## src/logic/gpgc_pkg.sv

```systemverilog
// package: offsets, field positions, reset values and encodings of the general registers
package gpgc_pkg;

  // ******************************
  // register byte offsets
  // ******************************
  localparam logic [7:0] OFS_GLOBAL_CONTROL = 8'h00;
  localparam logic [7:0] OFS_INT_SUMMARY    = 8'h04;
  localparam logic [7:0] OFS_PORT_DIRECTION = 8'h08;
  localparam logic [7:0] OFS_PULL_SELECT    = 8'h0c;
  localparam logic [7:0] OFS_SIMUL_COMMAND  = 8'h10;
  localparam logic [7:0] OFS_PORT_VALUE_LO  = 8'hd0;
  localparam logic [7:0] OFS_PORT_VALUE_HI  = 8'hdf;

  // ******************************
  // geometry
  // ******************************
  localparam int NUM_PORTS  = 16;
  localparam int PORT_WIDTH = 8;
  localparam int HALF_PORTS = 8;
  localparam int GROUP_SIZE = 4;
  localparam int NUM_GROUPS = 4;
  localparam logic [3:0] LAST_PORT = 4'hf;

  // ******************************
  // field positions
  // ******************************
  localparam int SUM_TIMER1_BIT   = 10;
  localparam int SUM_TIMER0_BIT   = 9;
  localparam int SUM_WATCHDOG_BIT = 8;
  localparam int SUM_RISE_LSB     = 4;
  localparam int SUM_FALL_LSB     = 0;
  localparam int CMD_DRIVE_UP     = 9;
  localparam int CMD_DRIVE_LO     = 8;
  localparam int CMD_CAPT_UP      = 1;
  localparam int CMD_CAPT_LO      = 0;
  localparam int GCR_OUT_UP       = 5;
  localparam int GCR_OUT_LO       = 4;
  localparam int GCR_IN_UP        = 1;
  localparam int GCR_IN_LO        = 0;

  // ******************************
  // reset values and encodings
  // ******************************
  localparam logic [31:0] RST_WORD    = 32'h0000_0000;
  localparam logic [7:0]  RST_BYTE    = 8'h00;
  localparam logic [31:0] GCR_RW_MASK = 32'h0000_0033;

  typedef enum logic [1:0] {
    PULL_DOWN   = 2'b00,
    PULL_UP_5V  = 2'b01,
    PULL_UP_3V3 = 2'b10,
    PULL_NONE   = 2'b11
  } gpgc_pull_t;

endpackage : gpgc_pkg

```

## src/logic/gpgc_port_slice.sv

```systemverilog
// one 8-bit port: output latch, input capture and pin drive
module gpgc_port_slice
  import gpgc_pkg::*;
(
  // clock and reset
  input  wire logic        mclk,
  input  wire logic        sys_rst,
  // control
  input  wire logic        portOut,
  input  wire logic        connected,
  input  wire logic        outMode,
  input  wire logic        inMode,
  input  wire logic        driveStrobe,
  input  wire logic        captureStrobe,
  input  wire logic        dataWrite,
  input  wire logic [7:0]  dataIn,
  input  wire logic [1:0]  pullField,
  // pins
  input  wire logic [7:0]  pinIn,
  output logic      [7:0]  pinOut,
  output logic      [7:0]  pinOe,
  output gpgc_pull_t       pullSel,
  // readback
  output logic      [7:0]  portValue
);

  logic [7:0] pendOut_ff;
  logic [7:0] pinOut_ff;
  logic [7:0] capt_ff;

  // ******************************
  // output path
  // ******************************
  always_ff @(posedge mclk) begin
    if (sys_rst) begin
      pendOut_ff <= RST_BYTE;
    end else if (dataWrite) begin
      pendOut_ff <= dataIn;
    end
  end

  always_ff @(posedge mclk) begin
    if (sys_rst) begin
      pinOut_ff <= RST_BYTE;
    end else if (!outMode && dataWrite) begin
      pinOut_ff <= dataIn;
    end else if (outMode && driveStrobe && portOut) begin
      pinOut_ff <= pendOut_ff;
    end
  end

  // ******************************
  // input capture
  // ******************************
  always_ff @(posedge mclk) begin
    if (sys_rst) begin
      capt_ff <= RST_BYTE;
    end else if (inMode && captureStrobe && !portOut) begin
      capt_ff <= pinIn;
    end
  end

  assign pinOe   = (portOut && connected) ? 8'hff : 8'h00;
  assign pinOut  = pinOut_ff;
  assign pullSel = connected ? gpgc_pull_t'(pullField) : PULL_NONE;
  assign portValue = portOut ? (outMode ? pendOut_ff : pinOut_ff)
                             : (inMode ? capt_ff : pinIn);

endmodule : gpgc_port_slice

```

## src/logic/gpgc_general_regs.sv

```systemverilog
// general control registers of the sixteen-port digital i/o function
// Contract
// - summary bits 10,9,8 show timer1, timer0, watchdog interrupt requests
// - summary bits 7..4 show rising-edge pending per four-port group
// - summary bits 3..0 show falling-edge pending per four-port group
// - all eight lines of a port share one direction
// - direction bit n sets port n; 1 output, reset makes all inputs
// - two-bit pull field per port: 00 down, 01 5V, 10 3.3V, 11 none
// - command bit 9 drives pending outputs of ports 15..8 at once
// - command bit 8 drives pending outputs of ports 7..0 at once
// - command bit 1 captures inputs of ports 15..8, frozen until rewritten
// - command bit 0 captures inputs of ports 7..0, frozen until rewritten
// - command register always reads zero
// - unwired port 15 variant: its direction and pull have no pin effect
// - drive and capture act only with matching simultaneous enable set
module gpgc_general_regs
  import gpgc_pkg::*;
(
  // clock and reset
  input  wire logic                    mclk,
  input  wire logic                    sys_rst,
  // build variant
  input  wire logic                    port15Wired,
  // register port
  input  wire logic                    regWrite,
  input  wire logic                    regRead,
  input  wire logic [7:0]              regAddr,
  input  wire logic [31:0]             regWdata,
  output logic      [31:0]             regRdata,
  // timer and watchdog requests
  input  wire logic                    timer1Irq,
  input  wire logic                    timer0Irq,
  input  wire logic                    watchdogIrq,
  // edge interrupt status
  input  wire logic [NUM_PORTS*8-1:0]  riseEdgeStatus,
  input  wire logic [NUM_PORTS*8-1:0]  fallEdgeStatus,
  // port lines in
  input  wire logic [NUM_PORTS*8-1:0]  pinIn,
  // port drive and pulls
  output logic      [NUM_PORTS*8-1:0]  pinOut,
  output logic      [NUM_PORTS*8-1:0]  pinOe,
  output logic      [NUM_PORTS*2-1:0]  pullSel
);

  logic [31:0]             globalCtrl_ff;
  logic [15:0]             portDirection_ff;
  logic [31:0]             portPullSelect_ff;
  logic [31:0]             intSummary_ff;
  logic [31:0]             regRdata_ff;
  logic [31:0]             nxt_regRdata;
  logic [31:0]             nxt_summary;
  logic [NUM_PORTS*8-1:0]  portValue;
  logic                    cmdWrite;
  logic                    wordHit;
  logic [3:0]              portIdx;
  logic                    hitGlobal;
  logic                    hitDirection;
  logic                    hitPull;
  logic                    hitCommand;
  logic                    driveUpper;
  logic                    driveLower;
  logic                    captUpper;
  logic                    captLower;
  logic [NUM_GROUPS-1:0]   riseGroup;
  logic [NUM_GROUPS-1:0]   fallGroup;
  logic [7:0]              portRead;

  // ******************************
  // address decode
  // ******************************
  assign hitGlobal    = (regAddr == OFS_GLOBAL_CONTROL);
  assign hitDirection = (regAddr == OFS_PORT_DIRECTION);
  assign hitPull      = (regAddr == OFS_PULL_SELECT);
  assign hitCommand   = (regAddr == OFS_SIMUL_COMMAND);
  assign cmdWrite = regWrite && hitCommand;
  assign wordHit  = (regAddr >= OFS_PORT_VALUE_LO) && (regAddr <= OFS_PORT_VALUE_HI);
  assign portIdx  = regAddr[3:0];

  // ******************************
  // command strobes per half
  // ******************************
  // upper drive command
  assign driveUpper = cmdWrite && regWdata[CMD_DRIVE_UP];
  assign driveLower = cmdWrite && regWdata[CMD_DRIVE_LO];
  assign captUpper  = cmdWrite && regWdata[CMD_CAPT_UP];
  assign captLower  = cmdWrite && regWdata[CMD_CAPT_LO];

  // ******************************
  // writable registers
  // ******************************
  always_ff @(posedge mclk) begin
    if (sys_rst) begin
      globalCtrl_ff <= RST_WORD;
    end else if (regWrite && hitGlobal) begin
      globalCtrl_ff <= regWdata & GCR_RW_MASK;
    end
  end

  always_ff @(posedge mclk) begin
    if (sys_rst) begin
      portDirection_ff <= 16'h0000;
    end else if (regWrite && hitDirection) begin
      portDirection_ff <= regWdata[15:0];
    end
  end

  always_ff @(posedge mclk) begin
    if (sys_rst) begin
      portPullSelect_ff <= RST_WORD;
    end else if (regWrite && hitPull) begin
      portPullSelect_ff <= regWdata;
    end
  end

  // ******************************
  // interrupt summary
  // ******************************
  always_comb begin
    nxt_summary = RST_WORD;
    nxt_summary[SUM_TIMER1_BIT]   = timer1Irq;
    nxt_summary[SUM_TIMER0_BIT]   = timer0Irq;
    nxt_summary[SUM_WATCHDOG_BIT] = watchdogIrq;
    nxt_summary[SUM_RISE_LSB +: NUM_GROUPS] = riseGroup;
    nxt_summary[SUM_FALL_LSB +: NUM_GROUPS] = fallGroup;
  end

  for (genvar g = 0; g < NUM_GROUPS; g++) begin : gGroup
    assign riseGroup[g] = |riseEdgeStatus[g*32 +: 32];
    assign fallGroup[g] = |fallEdgeStatus[g*32 +: 32];
  end

  always_ff @(posedge mclk) begin
    if (sys_rst) begin
      intSummary_ff <= RST_WORD;
    end else begin
      intSummary_ff <= nxt_summary;
    end
  end

  // ******************************
  // port slices
  // ******************************
  for (genvar p = 0; p < NUM_PORTS; p++) begin : gPort
    localparam bit UPPER = (p >= HALF_PORTS);
    gpgc_port_slice uSlice (
      .mclk          (mclk),
      .sys_rst       (sys_rst),
      .portOut       (portDirection_ff[p]),
      .connected     ((p == 15) ? port15Wired : 1'b1),
      .outMode       (globalCtrl_ff[UPPER ? GCR_OUT_UP : GCR_OUT_LO]),
      .inMode        (globalCtrl_ff[UPPER ? GCR_IN_UP : GCR_IN_LO]),
      .driveStrobe   (UPPER ? driveUpper : driveLower),
      .captureStrobe (UPPER ? captUpper : captLower),
      .dataWrite     (regWrite && wordHit && portIdx == 4'(p)),
      .dataIn        (regWdata[7:0]),
      .pullField     (portPullSelect_ff[2*p +: 2]),
      .pinIn         (pinIn[p*8 +: 8]),
      .pinOut        (pinOut[p*8 +: 8]),
      .pinOe         (pinOe[p*8 +: 8]),
      .pullSel       (pullSel[2*p +: 2]),
      .portValue     (portValue[p*8 +: 8])
    );
  end

  // ******************************
  // read mux
  // ******************************
  always_comb begin
    nxt_regRdata = RST_WORD;
    case (regAddr)
      OFS_GLOBAL_CONTROL: nxt_regRdata = globalCtrl_ff;
      OFS_INT_SUMMARY:    nxt_regRdata = intSummary_ff;
      OFS_PORT_DIRECTION: nxt_regRdata = {16'h0000, portDirection_ff};
      OFS_PULL_SELECT:    nxt_regRdata = portPullSelect_ff;
      OFS_SIMUL_COMMAND:  nxt_regRdata = RST_WORD;
      default:            nxt_regRdata = {24'h000000, portRead};
    endcase
  end

  // ******************************
  // port data readback
  // ******************************
  always_comb begin
    portRead = RST_BYTE;
    if (wordHit) begin
      portRead = portValue[portIdx*8 +: 8];
    end
  end

  // ******************************
  // readback register
  // ******************************
  always_ff @(posedge mclk) begin
    if (sys_rst) begin
      regRdata_ff <= RST_WORD;
    end else if (regRead) begin
      regRdata_ff <= nxt_regRdata;
    end
  end

  assign regRdata = regRdata_ff;

endmodule : gpgc_general_regs

```

## config.mk

```make
export PLATFORM = sky130hd
export DESIGN_NAME = gpgc_general_regs
export DESIGN_NICKNAME = d
export VERILOG_FILES = /design/src/logic/gpgc_pkg.sv /design/src/logic/gpgc_port_slice.sv /design/src/logic/gpgc_general_regs.sv
export SDC_FILE = /design/constraint.sdc
export NUM_CORES = 1
export LEC_CHECK = 0
export ABC_AREA = 1
export ABC_CLOCK_PERIOD_IN_PS = 2900
export BUFFER_PORTS_ARGS = -buffer_cell sky130_fd_sc_hd__buf_2
export CORE_AREA = 2 2 289 291
export CTS_CLUSTER_DIAMETER = 120
export DETAILED_ROUTE_END_ITERATION = 6
export DIE_AREA = 0 0 291 293
export PLACE_DENSITY_LB_ADDON = 0.25
export SLEW_MARGIN = 10
export SYNTH_ARGS = -nofsm -noshare
export SYNTH_HDL_FRONTEND = slang
export SYNTH_SLANG_ARGS = --single-unit
export TNS_END_PERCENT = 10
```

## constraint.sdc

```tcl
create_clock -name mclk -period 2.9 [get_ports mclk]
set_clock_uncertainty 0.2 [all_clocks]
set_input_delay 0.145 -clock mclk [delete_from_list [all_inputs] [get_ports mclk]]
set_output_delay 0.145 -clock mclk [all_outputs]
set_load 0.02 [all_outputs]
```

==> results.py, run 1 <==
metrics = {
    "routing": {
        "met2_wirelength_um": 57800,
        "viasPerCell": 5.16,
        "drt-wirelength-per-cell_um": 22.2,
        "ant_nets": 0,
        "dr_wl_met3_um": 10900,
        "top_routing_layer_in_use": "met5",
        "wirelength_met1_um": 51100,
        "drt_pass1_iterations": 6,
        "detailroute.via_count": 29200,
        "detail_route.wirelength_um": 125000,
        "remaining_drc_errors": 0,
        "drt_iter0_drc": 2597,
    },
    "final_layout": {
        "design.final.nets": 4964,
        "post_route_cells_drive_above_1_share": 0.223,
        "final_design_area_no_fill_sq_um": 33700,
        "finish.cell_count_without_fillers": 5651,
        "layout_commonest_cell": "nand2_1",
        "syn_to_final_growth_pct": 38.5,
        "final_cell_mix": "nand2_1, buf_2, dfxtp_1",
    },
    "power_and_ir_drop": {
        "worst_ir_drop_vdd_v": 0.000368,
        "power_frac_seq": 0.427,
        "p_sw_frac": 0.256,
        "power.combinational.fraction": 0.096,
        "cell_pwr_density_nw_per_um2": 461,
        "switchingPower_mw": 3.98,
        "internal_power_mw": 11.6,
        "cellLeakagePower_nw": 14.7,
        "pwr-share-clk": 0.478,
    },
    "critical_path": {
        "worst_r2r_startpoint": "globalCtrl_ff[1]",
        "rr_endpoint": "gPort[14].uSlice.capt_ff[7]",
        "critPathKind": "primary input to flop",
        "setup.worst_path.start": "regAddr[0]",
        "worst-r2r-setup-slack_ns": 0.16,
        "worstPathRequired_ns": 3.20,
        "worst-endpoint-arrival_ns": 3.13,
        "critPathMaxFanout": 11,
        "worstSetupStartpointType": "primary input",
        "worstSetupEndpointType": "flop",
        "reg2regPathDepth": 9,
    },
    "sta": {
        "slew_headroom": 0.310,
        "rsz0062_at_grt": "no",
        "number_of_max_slew_violations_in_the_final_report": 0,
        "hold_viol_final": 9,
        "setup-violations-final": 0,
        "finalCritPeriodShare": 0.978,
        "fmax_mhz": 353,
        "final_total_negative_setup_slack_ns": 0,
        "worst_slew_pin_slew_ns": 1.03,
        "final_period_minus_worst_setup_slack_ns": 2.83,
        "hold_slack_ns": -0.0456,
    },
    "clocking": {
        "cts.htree.levels": 2,
        "clk_root_buffer_cell": "clkbuf_16",
        "cts_tree": "done",
        "cts_buffers": 56,
        "post-cts-setup-buffer-count": 0,
        "max-clock-path-buffers": 3,
        "cts.sinks": 479,
        "clkLatencyLatePin_ns": 0.62,
        "worst_setup_hold_path_clk_slew_ns": 0.06,
    },
    "die": {
        "core_area_sq_um": 81800,
        "fp-row-count": 105,
        "boundaryPins": 752,
        "chipWidth_um": 291,
        "die_height_um": 293,
        "initial_utilization": 0.298,
        "die_area_sq_um": 85300,
    },
    "placement": {
        "placer_congestion_estimate": 0.981,
        "port-buffer-count": 751,
        "hpwl_um": 92700,
        "dp_cells": 5219,
        "place_area_sq_um": 28600,
    },
    "yosys": {
        "yosys_register_bits": 479,
        "synth_area_leader_cell": "dfxtp_1",
        "synth.top_cell.area_share": 0.393,
        "synth_area_leaders": "dfxtp_1, nand2_1, nand3_1",
        "ys_seq_area_frac": 0.393,
        "synthesis.area_per_instance_sq_um": 6.70,
        "synthesis.instances": 3637,
        "synth_cell_type_count": 32,
        "syn-num-nets": 4069,
        "ys_warn_count": 0,
        "synthesis.area_sq_um": 24400,
    },
    "grt": {
        "grt_pass1_vias": 27000,
        "grt_max_degree": 98,
        "grt_remaining_overflow": 0,
        "antenna_found_initial": 10,
        "grtUsageTotal": 0.280,
        "first_pass_grt_wire_length_um": 179000,
    },
    "run": {
        "drv_cap": 0,
    },
    "hold_path": {
        "end_of_the_worst_hold_path": "intSummary_ff[4]",
        "hold_class": "primary input to flop",
        "hold_start": "riseEdgeStatus[23]",
        "hold_path_depth": 3,
    },
    "outcome": {
        "run_status": "finished with violations",
        "failing_checks": "negative hold slack",
    },
}
## metal layers
metal,global-route usage,vias up
li1,-,13800
met1,0.359,13600
met2,0.457,1419
met3,0.0547,288
met4,0.119,6
met5,0,-
## critical path, cell delays in order
cell and delay (ns):
dlygate4sd3_1 0.59, buf_2 0.18, nor2_4 0.26, nand2_4 0.19, nor2_4 0.15, nand2_4 0.14, nor3_4 0.17, inv_4 0.19
nor2_8 0.21, inv_2 0.12, nand2_1 0.08, a21oi_1 0.07, dlygate4sd3_1 0.61
## per-stage QoR
stage	hold slack, ns	total power [mW]	setup WS, ns	utilization
6_report	-0.0456	15.6	0.0650	0.412
5_1_grt	0.00412	16.0	0.00785	0.412
4_1_cts	0.00761	15.6	0.0655	0.411
3_5_place_dp	0.153	8.04	0.260	0.349
3_3_place_gp	0.150	8.04	0.285	0.349
2_1_floorplan	0.0520	7.29	0.887	-
## worst max path at each step
stage                                   to  depth (start not counted)
2_1_floorplan                  regRdata[5]                         11
3_3_place_gp    gPort[12].uSlice.pinOut[2]                         11
3_5_place_dp    gPort[12].uSlice.pinOut[3]                         11
4_1_cts        gPort[12].uSlice.capt_ff[0]                          9
5_1_grt        gPort[14].uSlice.capt_ff[7]                         13
6_report       gPort[14].uSlice.capt_ff[7]                         13
## layout make-up
type | instances | area, sq um
fill | 8556 | 48100
multi-input combinational | 2644 | 12300
sequential | 479 | 9590
timing repair buffer | 1169 | 7880
clock buffer | 75 | 1580
tap | 1070 | 1340
inverter | 182 | 698
clock inverter | 29 | 313
antenna | 3 | 7.51
## state kept, by name (all words and copies together), names as in the netlist
register	count
portDirection_ff	16
regRdata	32
globalCtrl_ff	4
intSummary_ff	11
gPort.uSlice.pinOut	128
gPort.uSlice.capt_ff	128
gPort.uSlice.pendOut_ff	128
portPullSelect_ff	32
## power by group through the flow
stage,Combinational [mW],Sequential [mW],Clock [mW]
2_1_floorplan,0.496,6.79,0
3_3_place_gp,1.25,6.78,0
3_5_place_dp,1.25,6.79,0
4_1_cts,1.46,6.64,7.54
5_1_grt,1.57,6.64,7.80
6_report,1.49,6.64,7.43
## cell families (layout without fill, tap and decap cells)
| kind of cell | count (synthesis) | in the layout | synth area share |
|---|---|---|---|
| AND/OR/NAND/NOR | 1951 | 1951 | 0.346 |
| AO/OA/AOI/OAI | 693 | 693 | 0.159 |
| buffers and inverters | 514 | 1455 | 0.101 |
| other | 0 | 3 | 0 |
| flip-flops | 479 | 479 | 0.393 |
## cell usage after synthesis
cell type and n:
a211oi_1 10, a21boi_0 2, a21oi_1 329, a22oi_1 7, a31oi_1 52, a32oi_1 2
buf_1 26, buf_2 38, buf_4 129, clkbuf_1 139, clkinv_1 18, dfxtp_1 479
inv_1 139, inv_2 23, inv_4 2, nand2_1 1151, nand2_2 6, nand2_4 1
nand3_1 401, nand4_1 13, nor2_1 272, nor2_2 12, nor2_4 6, nor2_8 16
nor3_1 4, nor3_4 5, nor4_1 64, o2111ai_1 3, o211ai_1 12, o21ai_0 207
o221ai_1 63, o22ai_1 6
## repair_timing
item,4_1_cts,5_1_grt
hold endpoints to repair,374,8
gates resized for setup,0,4
hold buffers,319,6
endpoints found under the setup margin,0,125
No activity file was read; power rests on OpenSTA's default activity.
==> inputs of run 2 (changes only) <==
Settings changed: CORE_AREA 2 2 289 291 to not set, CORE_UTILIZATION set to 30, DIE_AREA 0 0 291 293 to not set, MAX_ROUTING_LAYER set to met4, SYNTH_HIERARCHICAL set to 1.
==> run 2 against run 1 <==
The flow still finishes with violations (negative hold slack); core utilization decreased by 1.7 points; power increased by 0.35%; clock-buffer cell count increased by 11; design area increased by 6.4%; via count increased by 8.4%; sequential power about the same; setup slack improved by 0.074 ns; first-iteration DRC count increased by 0.73%; critical path depth decreased by 4; critical path type unchanged; largest power group unchanged.
==> results.py, run 2 <==
metrics = {
    "clocking": {
        "cts_buffers": 57,
        "cts.htree.levels": 2,
        "worst_setup_hold_path_clk_slew_ns": 0.06,
        "cts.sinks": 479,
        "clk_root_buffer_cell": "clkbuf_16",
        "max-clock-path-buffers": 3,
        "post-cts-setup-buffer-count": 0,
        "cts_tree": "done",
        "clkLatencyLatePin_ns": 0.63,
    },
    "sta": {
        "number_of_max_slew_violations_in_the_final_report": 0,
        "finalCritPeriodShare": 0.952,
        "setup_ws_ns": 0.139,
        "setup-violations-final": 0,
        "slew_headroom": 0.405,
        "final_period_minus_worst_setup_slack_ns": 2.76,
        "fmax_mhz": 362,
        "hold_slack_ns": -0.0113,
        "final_total_negative_setup_slack_ns": 0,
        "hold_viol_final": 1,
        "worst_slew_pin_slew_ns": 0.884,
        "rsz0062_at_grt": "no",
    },
    "power_and_ir_drop": {
        "p_sw_frac": 0.258,
        "pwr-share-clk": 0.473,
        "internal_power_mw": 11.6,
        "cell_pwr_density_nw_per_um2": 435,
        "switchingPower_mw": 4.02,
        "cellLeakagePower_nw": 17.0,
        "power_frac_seq": 0.425,
        "report.power.total_mw": 15.6,
        "worst_ir_drop_vdd_v": 0.000544,
        "power.combinational.fraction": 0.102,
    },
    "critical_path": {
        "max_stage_delay_ns": 0.58,
        "cpLargestDelayFamily": "buffers and inverters",
        "worstSetupStartpointType": "primary input",
        "timing.critical_path.cells": "dlygate4sd3_1 > buf_2 > nor4_1 > dlygate4sd3_1 > nand4_1 > dlygate4sd3_1 > nor2_1 > dlygate4sd3_1 > a21oi_1",
        "worst-endpoint-arrival_ns": 3.05,
        "worst-r2r-setup-slack_ns": 0.24,
        "worstPathBufferInverterCount": 5,
        "critPathMostFrequentCell": "dlygate4sd3_1",
        "critPathMaxFanout": 1,
        "critPathKind": "primary input to flop",
        "cpMaxStageDelayCell": "dlygate4sd3_1",
        "worstPathRequired_ns": 3.19,
        "worstSetupEndpointType": "flop",
    },
    "routing": {
        "ant_nets": 0,
        "detail_route.wirelength_um": 127000,
        "remaining_drc_errors": 0,
        "drt-wirelength-per-cell_um": 19.6,
        "detailroute.via_count": 31600,
        "drt_iter0_drc": 2616,
        "drt_pass1_iterations": 7,
        "viasPerCell": 4.86,
    },
    "final_layout": {
        "post_route_cells_drive_above_1_share": 0.202,
        "register_cell_area_after_layout_sq_um": 9600,
        "final_cell_mix": "nor2_1, nand2_1, buf_2",
        "multi_input_comb_area_sq_um": 14400,
        "syn_to_final_growth_pct": 29.8,
        "layout_commonest_cell": "nor2_1",
        "layout.filler_cells": 9786,
        "finish.cell_count_without_fillers": 6496,
        "utilization": 0.396,
        "design.final.nets": 5698,
    },
    "yosys": {
        "postSynth.topFlopCell": "dfxtp_1",
        "post_synth_most_frequent_cells": "nor2_1, nand2_1, o21ai_0",
        "synth_area_leaders": "dfxtp_1, nor2_1, o21ai_0",
        "synth.top_cell.area_share": 0.347,
        "yosys.cell_count.top_type": "nor2_1",
        "synth_cell_type_count": 34,
        "async_flop_share": 0,
        "ys_warn_count": 6,
        "synthesis.instances": 4422,
        "synth_edf_count": 0,
        "yosys_register_bits": 479,
        "ys_seq_area_frac": 0.347,
        "synthesis.area_sq_um": 27700,
        "synthesis.area_per_instance_sq_um": 6.25,
        "synth_area_leader_cell": "dfxtp_1",
    },
    "grt": {
        "first_pass_grt_wire_length_um": 183000,
        "grt_pass1_vias": 28500,
        "grt_max_degree": 65,
        "antenna_found_initial": 23,
        "grtUsageTotal": 0.267,
        "grt_remaining_overflow": 0,
    },
    "die": {
        "chipWidth_um": 306,
        "die_height_um": 306,
        "fp-row-count": 110,
        "die_area_sq_um": 93400,
        "core_area_sq_um": 90700,
        "initial_utilization": 0.305,
        "boundaryPins": 752,
    },
    "placement": {
        "post-place-ws_ns": -0.0968,
        "placer_congestion_estimate": 0.962,
        "port-buffer-count": 751,
        "dp_cells": 6170,
        "hpwl_um": 96100,
    },
    "hold_path": {
        "hold_class": "primary input to flop",
    },
    "outcome": {
        "run_status": "finished with violations",
        "failing_checks": "negative hold slack",
    },
    "run": {
        "drv_cap": 0,
    },
}
run 2: cell types whose count changed after synthesis, moves of 63 or more:
| cell | before | now |
|---|---|---|
| nand3_1 | 401 | 296 |
| nand2_1 | 1151 | 781 |
| o21ai_0 | 207 | 598 |
| inv_1 | 139 | 371 |
| clkbuf_1 | 139 | 56 |
| o221ai_1 | 63 | 0 |
| nor2_1 | 272 | 1030 |
run 2: stage by stage:
stage          hold WS (ns)  cell area [sq um]
2_1_floorplan        0.0520              27800
3_3_place_gp          0.165              31800
3_5_place_dp          0.174              31800
4_1_cts              0.0238              35900
5_1_grt              0.0218              35900
6_report            -0.0113              35900
run 2: cell type report:
type,count,share of cell area
clock buffers,86,0.0484
diodes,12,0.000837
repair buffers,1062,0.189
clock inverters,15,0.00446
multi-input cells,3224,0.402
flip-flops and latches,479,0.267
inverters,442,0.0463
well taps,1176,0.0410
run 2: logic make-up after synthesis:
kind of cell    share of synthesized area
other cells                      0.000136
compound gates                      0.167
buf+inv                             0.137
simple gates                        0.349
flops                               0.347
run 2: worst min-delay path: cells and delay by family:
kind                   cells  cell delay [ns]
and+or+nand+nor            2             0.27
buffers and inverters      1             0.08
AOI/OAI and AO/OA          1             0.27
run 2: final timing paths:
| check | endpoint | start | cells past startpoint |
|---|---|---|---|
| min | intSummary_ff[4] | riseEdgeStatus[20] | 4 |
| max | intSummary_ff[4] | riseEdgeStatus[19] | 9 |
| min reg2reg | regRdata[14] | regRdata[14] | 2 |
| max reg2reg | regRdata[6] | globalCtrl_ff[5] | 13 |
run 2: repair_timing:
item,in CTS,in global routing
endpoints found under the hold margin,288,0
setup endpoints to repair,1,1
pin swaps,0,0
gates cloned,0,0
gates resized for setup,2,1
hold buffers,213,0
run 2: power by group through the flow:
stage          Clock [mW]  Sequential (mW)  Combinational, mW
2_1_floorplan           0             6.79              0.505
6_report             7.39             6.63               1.59
5_1_grt              7.82             6.63               1.70
3_5_place_dp            0             6.77               1.36
4_1_cts              7.55             6.63               1.58
3_3_place_gp            0             6.77               1.37
run 2: per-layer routing:
metal | global-route usage | vias up | share of wire
li1 | - | 15700 | -
met1 | 0.322 | 14500 | 0.41
met2 | 0.458 | 1180 | 0.49
met3 | 0.0368 | 207 | 0.062
met4 | 0.0874 | 0 | 0.037
met5 | - | - | 0
